<file path="src/hw/wdt_pkg.sv">
/*
 * Package for the watchdog timer unit: register offsets, field layouts,
 * reset values, cycle counts and the bus request carrier.
 * Assumes a 32-bit classic Wishbone slave port and a 250 MHz clk_sys.
 */
package wdt_pkg;

    // Register byte offsets on the Wishbone slave.
    localparam logic [7:0] WDT_OFS_CTRL  = 8'h00;
    localparam logic [7:0] WDT_OFS_CKCFG = 8'h04;
    localparam logic [7:0] WDT_OFS_IRQEN = 8'h08;
    localparam logic [7:0] WDT_OFS_GIE   = 8'h0C;

    // Field positions in the clock configuration and enable registers.
    localparam int WDT_IVL_LO_POS = 6;
    localparam int WDT_IRQEN_POS  = 4;
    localparam int WDT_GIE_POS    = 7;

    // Values after reset.
    localparam logic [1:0] WDT_IVL_RST   = 2'h0;
    localparam logic [3:0] WDT_CTRL_RST  = 4'h0;

    // Default time-out lengths in clocks, one per interval code.
    localparam int unsigned WDT_TO_CLKS_0 = 131072;
    localparam int unsigned WDT_TO_CLKS_1 = 1048576;
    localparam int unsigned WDT_TO_CLKS_2 = 8388608;
    localparam int unsigned WDT_TO_CLKS_3 = 67108864;
    localparam int          WDT_CNT_W     = 26;

    // Grace window after a time-out and length of the reset it issues.
    localparam int          WDT_GRACE_CLKS = 512;
    localparam logic [8:0]  WDT_GRACE_LAST = 9'(WDT_GRACE_CLKS - 1);
    localparam int          WDT_CLK_PER_MC = 4;
    localparam int          WDT_RST_MC     = 2;
    localparam logic [3:0]  WDT_RST_CLKS   = 4'(WDT_RST_MC * WDT_CLK_PER_MC);

    // Control register layout, bit 3 down to bit 0.
    typedef struct packed {
        logic timeout_flag;
        logic reset_cause_flag;
        logic reset_enable_bit;
        logic restart_bit;
    } wdt_ctrl_t;

    // Classic Wishbone request from the master.
    typedef struct packed {
        logic        cyc;
        logic        stb;
        logic        we;
        logic [7:0]  adr;
        logic [3:0]  sel;
        logic [31:0] dat;
    } wdt_wb_req_t;

endpackage

</file>
<file path="src/hw/wdt_top.sv">
/*
 * Watchdog timer unit: free-running divider, time-out flag, grace window,
 * watchdog system reset and interrupt request, with a Wishbone slave.
 * The interval lengths are parameters; the defaults are the real ones.
 * Assumes ta_open comes from a timed-access unit on clk_sys, and that
 * pwr_fail_rst and sys_rst_in are clk_sys-synchronous reset indications.
 */
// Chosen here: register access over Wishbone and the placing of the registers.
// What this block does
// - Free-running divider, four selectable time-out lengths.
// - Set time-out flag when interval elapses.
// - Reset after further 512 clocks without restart.
// - Reset lasts two machine cycles, sets cause.
// - Interrupt needs flag, own and global enable.
// - Interrupt and reset paths work independently.
// - Restart clears counter; restart bit self-clears.
// - Flag still set with reset, interrupt off.
// - Power-on or power-fail reset disables watchdog.
// - Own reset restarts count, keeps watchdog enabled.
// - Flag cleared by software or any reset.
// - Cause flag sticky; software or power-fail clears.
// - Reset disabled means cause flag untouched.
// - Reset disable leaves counter and flag running.
// - Protected bits need timed-access procedure.
// - Machine cycle is four clocks; reset eight.
`timescale 1ns/1ps
`default_nettype none

module wdt_top
    import wdt_pkg::*;
#(
    parameter int unsigned TO_CLKS_0 = WDT_TO_CLKS_0,
    parameter int unsigned TO_CLKS_1 = WDT_TO_CLKS_1,
    parameter int unsigned TO_CLKS_2 = WDT_TO_CLKS_2,
    parameter int unsigned TO_CLKS_3 = WDT_TO_CLKS_3
) (
    input  wire logic        clk_sys,      // System clock, 250 MHz.
    input  wire logic        rstn,         // Power-on reset, active low.
    input  wire logic        pwr_fail_rst, // Power-fail reset, high.
    input  wire logic        sys_rst_in,   // Other system reset, high.
    input  wire logic        ta_open,      // Timed-access window open.
    input  wire wdt_wb_req_t wb_req,       // Wishbone request.
    output logic             wb_ack,       // Wishbone acknowledge.
    output logic [31:0]      wb_rdat,      // Wishbone read data.
    output logic             wdt_irq,      // Interrupt request, high.
    output logic             wdt_rst_o     // Watchdog system reset, high.
);

    ////////////////////////////////////////////////////////////////////
    // State.
    // Everything below is cleared by rstn, the power-on reset.
    wdt_ctrl_t              ctrl_reg;
    logic [1:0]             ivl_reg;
    logic                   irq_en_reg;
    logic                   gie_reg;
    logic                   run_reg;
    logic [WDT_CNT_W-1:0]   cnt_reg;
    logic                   grace_reg;
    logic [8:0]             grace_cnt_reg;
    logic [3:0]             rst_cnt_reg;
    logic                   rst_out_reg;
    logic                   ack_reg;
    logic [31:0]            rdat_reg;

    ////////////////////////////////////////////////////////////////////
    // Bus decode. A write lands on the edge where ack is sampled high.
    // Only byte lane 0 carries register bits; the upper lanes are ignored
    // so that a 32-bit master can use plain word stores.
    wire bus_req   = wb_req.cyc & wb_req.stb;
    wire wr_take   = bus_req & wb_req.we & ack_reg & wb_req.sel[0];
    wire hit_ctrl  = (wb_req.adr == WDT_OFS_CTRL);
    wire hit_ckcfg = (wb_req.adr == WDT_OFS_CKCFG);
    wire hit_irqen = (wb_req.adr == WDT_OFS_IRQEN);
    wire hit_gie   = (wb_req.adr == WDT_OFS_GIE);
    wire wr_ctrl   = wr_take & hit_ctrl;
    wire wr_prot   = wr_ctrl & ta_open;
    wire [7:0] wd  = wb_req.dat[7:0];

    // Read data mux; unmapped offsets read as zero but still get an ack.
    wire [7:0] rd_mux =
        hit_ctrl  ? {4'h0, ctrl_reg} :
        hit_ckcfg ? {ivl_reg, 6'h00} :
        hit_irqen ? {3'h0, irq_en_reg, 4'h0} :
        hit_gie   ? {gie_reg, 7'h00} : 8'h00;

    ////////////////////////////////////////////////////////////////////
    // Interval select and terminal-count detection.
    // The interval lengths are parameters so a bench can shrink them; they
    // must stay powers of two, or the mask test below no longer works.
    // Each mask is the interval minus one: the low bits that must be set.
    localparam logic [WDT_CNT_W-1:0] MASK_0 = WDT_CNT_W'(TO_CLKS_0 - 1);
    localparam logic [WDT_CNT_W-1:0] MASK_1 = WDT_CNT_W'(TO_CLKS_1 - 1);
    localparam logic [WDT_CNT_W-1:0] MASK_2 = WDT_CNT_W'(TO_CLKS_2 - 1);
    localparam logic [WDT_CNT_W-1:0] MASK_3 = WDT_CNT_W'(TO_CLKS_3 - 1);

    // The low bits under the mask all being one means the next increment
    // wraps the selected bit, which is the time-out point.
    wire [WDT_CNT_W-1:0] ivl_mask =
        (ivl_reg == 2'h0) ? MASK_0 :
        (ivl_reg == 2'h1) ? MASK_1 :
        (ivl_reg == 2'h2) ? MASK_2 : MASK_3;
    wire tick = run_reg & ~rst_out_reg
              & ((cnt_reg & ivl_mask) == ivl_mask);
    wire restart_req = wr_prot & wd[0];
    wire grace_end   = grace_reg & (grace_cnt_reg == WDT_GRACE_LAST);
    // A restart in the last grace cycle still saves the system.
    // Software that writes exactly on the last grace clock is forgiven.
    wire fire = grace_end & ctrl_reg.reset_enable_bit
              & ~restart_req;
    // Both external resets are treated alike for the time-out flag.
    wire ext_rst = pwr_fail_rst | sys_rst_in;

    // Counter next value: held at zero while stopped or resetting.
    // Zeroing on the firing edge restarts the count after our own reset.
    wire [WDT_CNT_W-1:0] cnt_next =
        (!run_reg || rst_out_reg || fire || restart_req) ? '0 :
        cnt_reg + 1'b1;

    ////////////////////////////////////////////////////////////////////
    // Control flag next values. Hardware sets beat software clears.
    // Resets beat both, so a time-out in a reset cycle is lost on purpose;
    // software then sees a clean flag once the reset is over.
    wire flag_sw  = wr_prot ? wd[3] : ctrl_reg.timeout_flag;
    wire flag_next = (ext_rst || fire) ? 1'b0 :
                     (tick | flag_sw);
    wire cause_sw = wr_ctrl ? wd[2] : ctrl_reg.reset_cause_flag;
    // The cause flag only moves from the watchdog when reset is enabled.
    wire cause_next = pwr_fail_rst ? 1'b0 :
                      (fire | cause_sw);
    // Only power-fail is handled here; rstn clears every register
    // anyway, so the power-on case needs no term of its own.
    wire en_next = pwr_fail_rst ? 1'b0 :
                   (wr_prot ? wd[1] : ctrl_reg.reset_enable_bit);

    ////////////////////////////////////////////////////////////////////
    // Outputs.
    // The reset output comes straight from a flop so it cannot glitch.
    assign wb_ack    = ack_reg;
    assign wb_rdat   = rdat_reg;
    assign wdt_rst_o = rst_out_reg;
    // Interrupt path ignores the reset enable entirely.
    assign wdt_irq = ctrl_reg.timeout_flag & irq_en_reg & gie_reg;

    ////////////////////////////////////////////////////////////////////
    // Wishbone slave: one wait state, ack drops the cycle after it.
    // Read data is captured every cycle; it only matters while ack is high.
    always_ff @(posedge clk_sys or negedge rstn) begin
        if (!rstn) begin
            ack_reg  <= 1'b0;
            rdat_reg <= 32'h0000_0000;
        end else begin
            ack_reg  <= bus_req & ~ack_reg;
            rdat_reg <= {24'h00_0000, rd_mux};
        end
    end

    // Software-only configuration, unprotected.
    // These bits hold no safety function, so no unlock is asked for them.
    always_ff @(posedge clk_sys or negedge rstn) begin
        if (!rstn) begin
            ivl_reg    <= WDT_IVL_RST;
            irq_en_reg <= 1'b0;
            gie_reg    <= 1'b0;
        end else begin
            if (wr_take && hit_ckcfg)
                ivl_reg <= wd[WDT_IVL_LO_POS +: 2];
            if (wr_take && hit_irqen)
                irq_en_reg <= wd[WDT_IRQEN_POS];
            if (wr_take && hit_gie)
                gie_reg <= wd[WDT_GIE_POS];
        end
    end

    // Control bits. The restart bit reads one for a single cycle only.
    // The cause bit stays writable without unlock so boot code can clear it.
    always_ff @(posedge clk_sys or negedge rstn) begin
        if (!rstn) begin
            ctrl_reg <= WDT_CTRL_RST;
        end else begin
            ctrl_reg.timeout_flag     <= flag_next;
            ctrl_reg.reset_cause_flag <= cause_next;
            ctrl_reg.reset_enable_bit <= en_next;
            ctrl_reg.restart_bit      <= restart_req & ~ctrl_reg.restart_bit;
        end
    end

    // Divider. Stopped after power-on until the first restart, so that
    // counting always begins from a known state.
    always_ff @(posedge clk_sys or negedge rstn) begin
        if (!rstn) begin
            run_reg <= 1'b0;
            cnt_reg <= '0;
        end else begin
            run_reg <= ~pwr_fail_rst & (run_reg | restart_req);
            cnt_reg <= pwr_fail_rst ? '0 : cnt_next;
        end
    end

    // Grace window after a time-out that finds no window open.
    always_ff @(posedge clk_sys or negedge rstn) begin
        if (!rstn) begin
            grace_reg     <= 1'b0;
            grace_cnt_reg <= 9'h000;
        end else if (pwr_fail_rst || restart_req || grace_end) begin
            grace_reg     <= 1'b0;
            grace_cnt_reg <= 9'h000;
        end else if (tick && !grace_reg) begin
            // Later time-outs must not stretch an open window, or short
            // intervals would hold the reset off for ever.
            grace_reg     <= 1'b1;
            grace_cnt_reg <= 9'h000;
        end else if (grace_reg) begin
            grace_cnt_reg <= grace_cnt_reg + 9'h001;
        end
    end

    // Watchdog reset pulse, eight clocks long.
    // The count runs down from seven, so the pulse is two machine cycles.
    always_ff @(posedge clk_sys or negedge rstn) begin
        if (!rstn) begin
            rst_cnt_reg <= 4'h0;
            rst_out_reg <= 1'b0;
        end else if (fire) begin
            rst_cnt_reg <= WDT_RST_CLKS - 4'h1;
            rst_out_reg <= 1'b1;
        end else if (rst_cnt_reg != 4'h0) begin
            rst_cnt_reg <= rst_cnt_reg - 4'h1;
        end else begin
            rst_out_reg <= 1'b0;
        end
    end
endmodule

`default_nettype wire

</file>
<file path="config.mk">
export PLATFORM = sky130hd
export DESIGN_NAME = wdt_top
export DESIGN_NICKNAME = d
export VERILOG_FILES = /design/src/hw/wdt_pkg.sv /design/src/hw/wdt_top.sv
export SDC_FILE = /design/constraint.sdc
export NUM_CORES = 1
export LEC_CHECK = 0
export ABC_AREA = 1
export BUFFER_PORTS_ARGS = -buffer_cell sky130_fd_sc_hd__buf_2
export CAP_MARGIN = 20
export CORE_MARGIN = 2
export CORE_UTILIZATION = 53
export DETAILED_ROUTE_END_ITERATION = 8
export PLACE_DENSITY_LB_ADDON = 0.15
export SLEW_MARGIN = 20
export SYNTH_ARGS = -nofsm -noshare
export SYNTH_HDL_FRONTEND = slang
export SYNTH_SLANG_ARGS = --single-unit
export TNS_END_PERCENT = 100
</file>
<file path="constraint.sdc">
create_clock -name clk_sys -period 1.91 [get_ports clk_sys]
set_input_delay 0.0955 -clock clk_sys [delete_from_list [all_inputs] [get_ports clk_sys]]
set_output_delay 0.0955 -clock clk_sys [all_outputs]
set_load 0.02 [all_outputs]
</file>
Yosys cells after proc, flatten, opt, wreduce, memory -nomap -nowiden
Index checks and enable logic that the tools add are counted.

Add/sub/neg operators: 3. Equal/unequal tests: 8. Muxes and demuxes: 24. Bitwise operators: 27. Reductions and logical operators: 19.

Operator list (number): $mux W26 (5); $mux W8 (4); $mux W9 (3); $add A26 B1 Y26 const B (1); $and A26 B26 Y26 (1); $eq A26 B26 Y1 (1); $and A1 B1 Y1 (17); $eq A8 B4 Y1 const B (2); $mux W1 (10); $add A9 B1 Y9 const B (1); $eq A9 B9 Y1 const B (1); $eq A8 B3 Y1 const B (1); $logic_not A8 Y1 (1); $mux W4 (2); $logic_or A1 B1 Y1 (6); $reduce_bool A2 Y1 (3); $not A1 Y1 (5); $logic_and A1 B1 Y1 (4); $or A1 B1 Y1 (4); $reduce_bool A4 Y1 (1); $sub A4 B1 Y4 const B (1); $reduce_bool A3 Y1 (1); $eq A2 B1 Y1 const B (1); $eq A2 B2 Y1 const B (1); 3 further kinds (4).

Register bits after elaboration: 59.

Depth between registers and ports, before layout
Depth in word-level cells: 13. Gate-level depth with buffers: 11.

Worst setup path after synthesis
No wires, ideal clock.

Path type: register -> register. From: reg grace_cnt_reg[0]. To: reg cnt_reg[0]. Setup time: 0.123 ns. Data arrival time: 1.522 ns. Required time: 1.787 ns. Path slack: 0.264 ns. Cell stages (with the launch flop): 11. Buffers on the path: 1. Clock period less this slack: 1.646 ns. Path through: dfrtp_1 -> ha_1 -> nand3_1 -> nor2_1 -> ha_1 -> nand2_1 -> nor2_1 -> inv_2 -> nand4_2 -> buf_4 -> nor2_1.

Longest elaborated chain between the ends: 8.

Ends and longest elaborated chain: start, declared (line wdt_top.sv:59) `logic [8:0] grace_cnt_reg;`; start signal, assigned (line wdt_top.sv:213) `grace_cnt_reg <= grace_cnt_reg + 9'h001;`; $eq A9 B9 Y1 (line wdt_top.sv:105) `wire grace_end = grace_reg & (grace_cnt_reg == WDT_GRACE_LAST);`; $and A1 B1 Y1 (line wdt_top.sv:105); $and A1 B1 Y1 (line wdt_top.sv:108) `wire fire = grace_end & ctrl_reg.reset_enable_bit`; $and A1 B1 Y1 (line wdt_top.sv:109) `& ~restart_req;`; $logic_or A1 B1 Y1 (2 in a row) (line wdt_top.sv:116) `(!run_reg || rst_out_reg || fire || restart_req) ? '0 :`; $mux W26 (line wdt_top.sv:116); $mux W26 (line wdt_top.sv:195) `cnt_reg <= pwr_fail_rst ? '0 : cnt_next;`; end signal, assigned (line wdt_top.sv:195); end, declared (line wdt_top.sv:57) `logic [WDT_CNT_W-1:0] cnt_reg;`.

Every way passes these cells. A chain may end at the register's enable or synchronous reset.

Worst setup path after layout
From: reg grace_cnt_reg[0]. To: reg cnt_reg[8].

The elaborated chain is that of the path after synthesis.

==> metrics.md <==
| Metric | Value |
|---|---|
| Run status | finished, final reports clean |
| Initial antenna violation count | 0 |
| Post-synthesis cell type count | 34 |
| Worst Path Buf+Inv | 2 |
| Mean area per synthesized cell | 8.08 sq um |
| Worst path depth | 10 |
| WP data arrival | 2.00 ns |
| Required time of the worst setup path | 2.16 ns |
| Clock sink total | 58 |
| Yosys reg bits | 58 |
| Antenna diode count | 0 |
| Clock skew | 0.0104 ns |
| Share of cells above drive strength 1 | 19.5% |
| Min Tclk post-route | 1.75 ns |
| Fin crit share | 91.6% |
| Final worst slack | 0.160 ns |
| CP max-delay cell | dfrtp_1 |
| Number of global-route vias before repair | 2466 |
| Largest area contributor in the netlist | dfrtp_1 |
| Drt first pass iters | 5 |
| Power Total | 2.46 mW |
| Hold Path Depth | 2 |
| Clock-pin transition on the worst setup and hold timing paths | 0.07 ns |
| Register area share after synthesis | 44.1% |
| Largest register FFs | 26 |
| Final Hold Fails | 0 |
| Final instance area | 3770 sq um |
| Post-route insts no fill | 537 |
| Placed Area | 3450 sq um |
| Pin count of the biggest net entering global routing | 39 |
| Dpl cells | 513 |
| Core footprint | 5960 sq um |
| Clock Latency Late Sink | 0.33 ns |
| Crit path max-delay family | simple AND/OR/NAND/NOR gates |
| Top cells by count, synth | nand2_1, nor2_1, dfrtp_1, inv_1, nand3_1 |
| # setup viols final | 0 |
| FFs w/ async S/R, synth | 100% |
| Clock root cell | clkbuf_8 |
| DP HPWL | 4780 microns |
| Die height | 82.8 microns |
| Max frequency | 0.572 GHz |
| CTS Buffer Depth | 2 |
| First-pass GRT wire length | 11000 microns |
| Pins Over Slew Limit | 0 |
| Total Routed Length | 6340 microns |
| Total GRT Usage | 21.4% |
| Cell with the most instances after synthesis | nand2_1 |
| Starting density of the core | 55.2% |
| Yosys warns | 0 |
| RSZ-0062 raised after global routing | false |
| Mapped cell area | 3290 sq um |
| CP peak stage delay | 0.44 ns |
| GP Congestion | 0.855 |
| Layout area overhead | 14.7% |
| Max cap viols | 0 |
| Leak pwr | 1.80 nW |
| Final antenna-violating net count | 0 |
| Reg2Reg Depth | 10 |
| CTS Buf Count | 9 |
| Critical Path, Cell by Cell | ha_4, nand3_1, nor2_1, ha_2, nand2_2, nor2_4, inv_2, nand4_4, buf_12, nor3_1 |
| Top_reg_cell synth | dfrtp_1 |
| CTS tree | yes |
| PwrDens | 654 nW/um^2 |
| Hold Crit Class | input port to register |
| Worst Setup End Kind | register |
| Post-synth EDFFs | 0 |
| Via Count | 2658 |
| Port bufs | 33 |
| Die ar. | 6850 sq um |
| Average wire per standard cell | 11.8 microns |
| Vias per cell | 4.95 |
| Grt ovf | 0 |
| Worst setup SP type | register |
| Htree depth | 3 |
| Leading post-synthesis cells by cell area | dfrtp_1, nand2_1, nor2_1 |
| Worst ir drop on vdd | 0.465 mV |
| Setup CP Type | register to register |
| DRT iter0 DRCs | 115 |
| Total Nets Final | 513 |
| I/O Pins | 87 |
| # rows | 28 |
| Finished Core Util | 63.3% |
| Share of the synthesized area in the top cell type | 44.1% |
| Die width | 82.8 microns |
| Post-Synthesis Cells | 407 |
| Critical path peak fanout | 8 |
| Fill count | 492 |
| DRC viols | 0 |
| Worst slack at placement | -0.107 ns |
==> where the power goes <==
| group | internal [mW] | switching, mW |
|---|---|---|
| logic | 0.0343 | 0.0988 |
| registers | 1.23 | 0.00105 |
| clock network | 0.596 | 0.505 |
| total | 1.86 | 0.605 |
==> path summary, 6_finish.rpt <==
path,from,end,slack (ns)
worst min register to register,ctrl_reg[0],ctrl_reg[0],0.43
min in group asynchronous,rstn,cnt_reg[4],0.26
worst max-delay path,grace_cnt_reg[0],cnt_reg[8],0.16
worst min-delay path,wb_req[6],ivl_reg[0],0.01
worst max register to register,grace_cnt_reg[0],cnt_reg[8],0.16
max in group asynchronous,rstn,cnt_reg[17],1.09
==> timing repair <==
item / 4_1_cts / 5_1_grt
endpoints found under the setup margin: 12 / 26
setup buffers: 0 / 3
endpoints found under the hold margin: 26 / 0
resized for setup: 1 / 8
hold buffers: 5 / 0
pin swaps: 0 / 2
==> layout make-up <==
type,count,area (sq um),share of cell area [%]
Multi-Input combinational cell,291,1560,41.2
Sequential cell,58,1450,38.5
Timing Repair Buffer,42,270,7.17
Inverter,55,206,5.47
Clock buffer,9,124,3.28
Tap cell,75,93.8,2.49
Clock inverter,7,70.1,1.86
==> cell usage in the layout, fill, tap and decap left out, drive strengths merged, types with 4 or more instances in the layout <==
cell,count
nand2,77
dlygate4sd3,5
buf,37
clkbuf,9
conb,25
inv,55
nor2,79
ha,4
o21ai,13
clkinvlp,4
nand4,9
nand3,36
dfrtp,58
xor2,14
nor3,14
a21oi,8
==> layer usage <==
| layer | global-route usage, % | part of all wire (%) | up-vias |
|---|---|---|---|
| met1 | 28.7 | 46 | 1230 |
| met2 | 34.0 | 47 | 83 |
| li1 | - | - | 1337 |
| met4 | 8.03 | 1.4 | 0 |
| met3 | 4.78 | 5.1 | 8 |
| met5 | 0 | 0 | - |
==> worst reg2reg max path: cells and delay by family (launching register included) <==
kind          cells  cell delay [ns]
fa+ha+maj         2             0.37
buf+inv           2             0.32
flops             1             0.44
simple gates      6             0.55
==> logic make-up (layout without fill, tap and decap cells) <==
logic type	after synthesis	after routing	share of synthesized area, %
compound gates	27	27	4.57
mux	2	2	0.685
simple gates	217	217	32.2
fa+ha+maj	4	4	1.52
xor+xnor	16	16	4.26
other cells	1	25	0.114
flops	58	58	44.1
buf+inv	82	113	12.6
==> stage by stage <==
step                      setup TNS (ns)  hold WS, ns
after detailed placement          -0.222       0.0883
after global placement           -0.0227       0.0862
final                                  0       0.0116
after floorplan                        0       -0.200
after global routing                   0      0.00311
after CTS                              0     0.000920
Note: power is estimated with default switching activity, not from simulation.
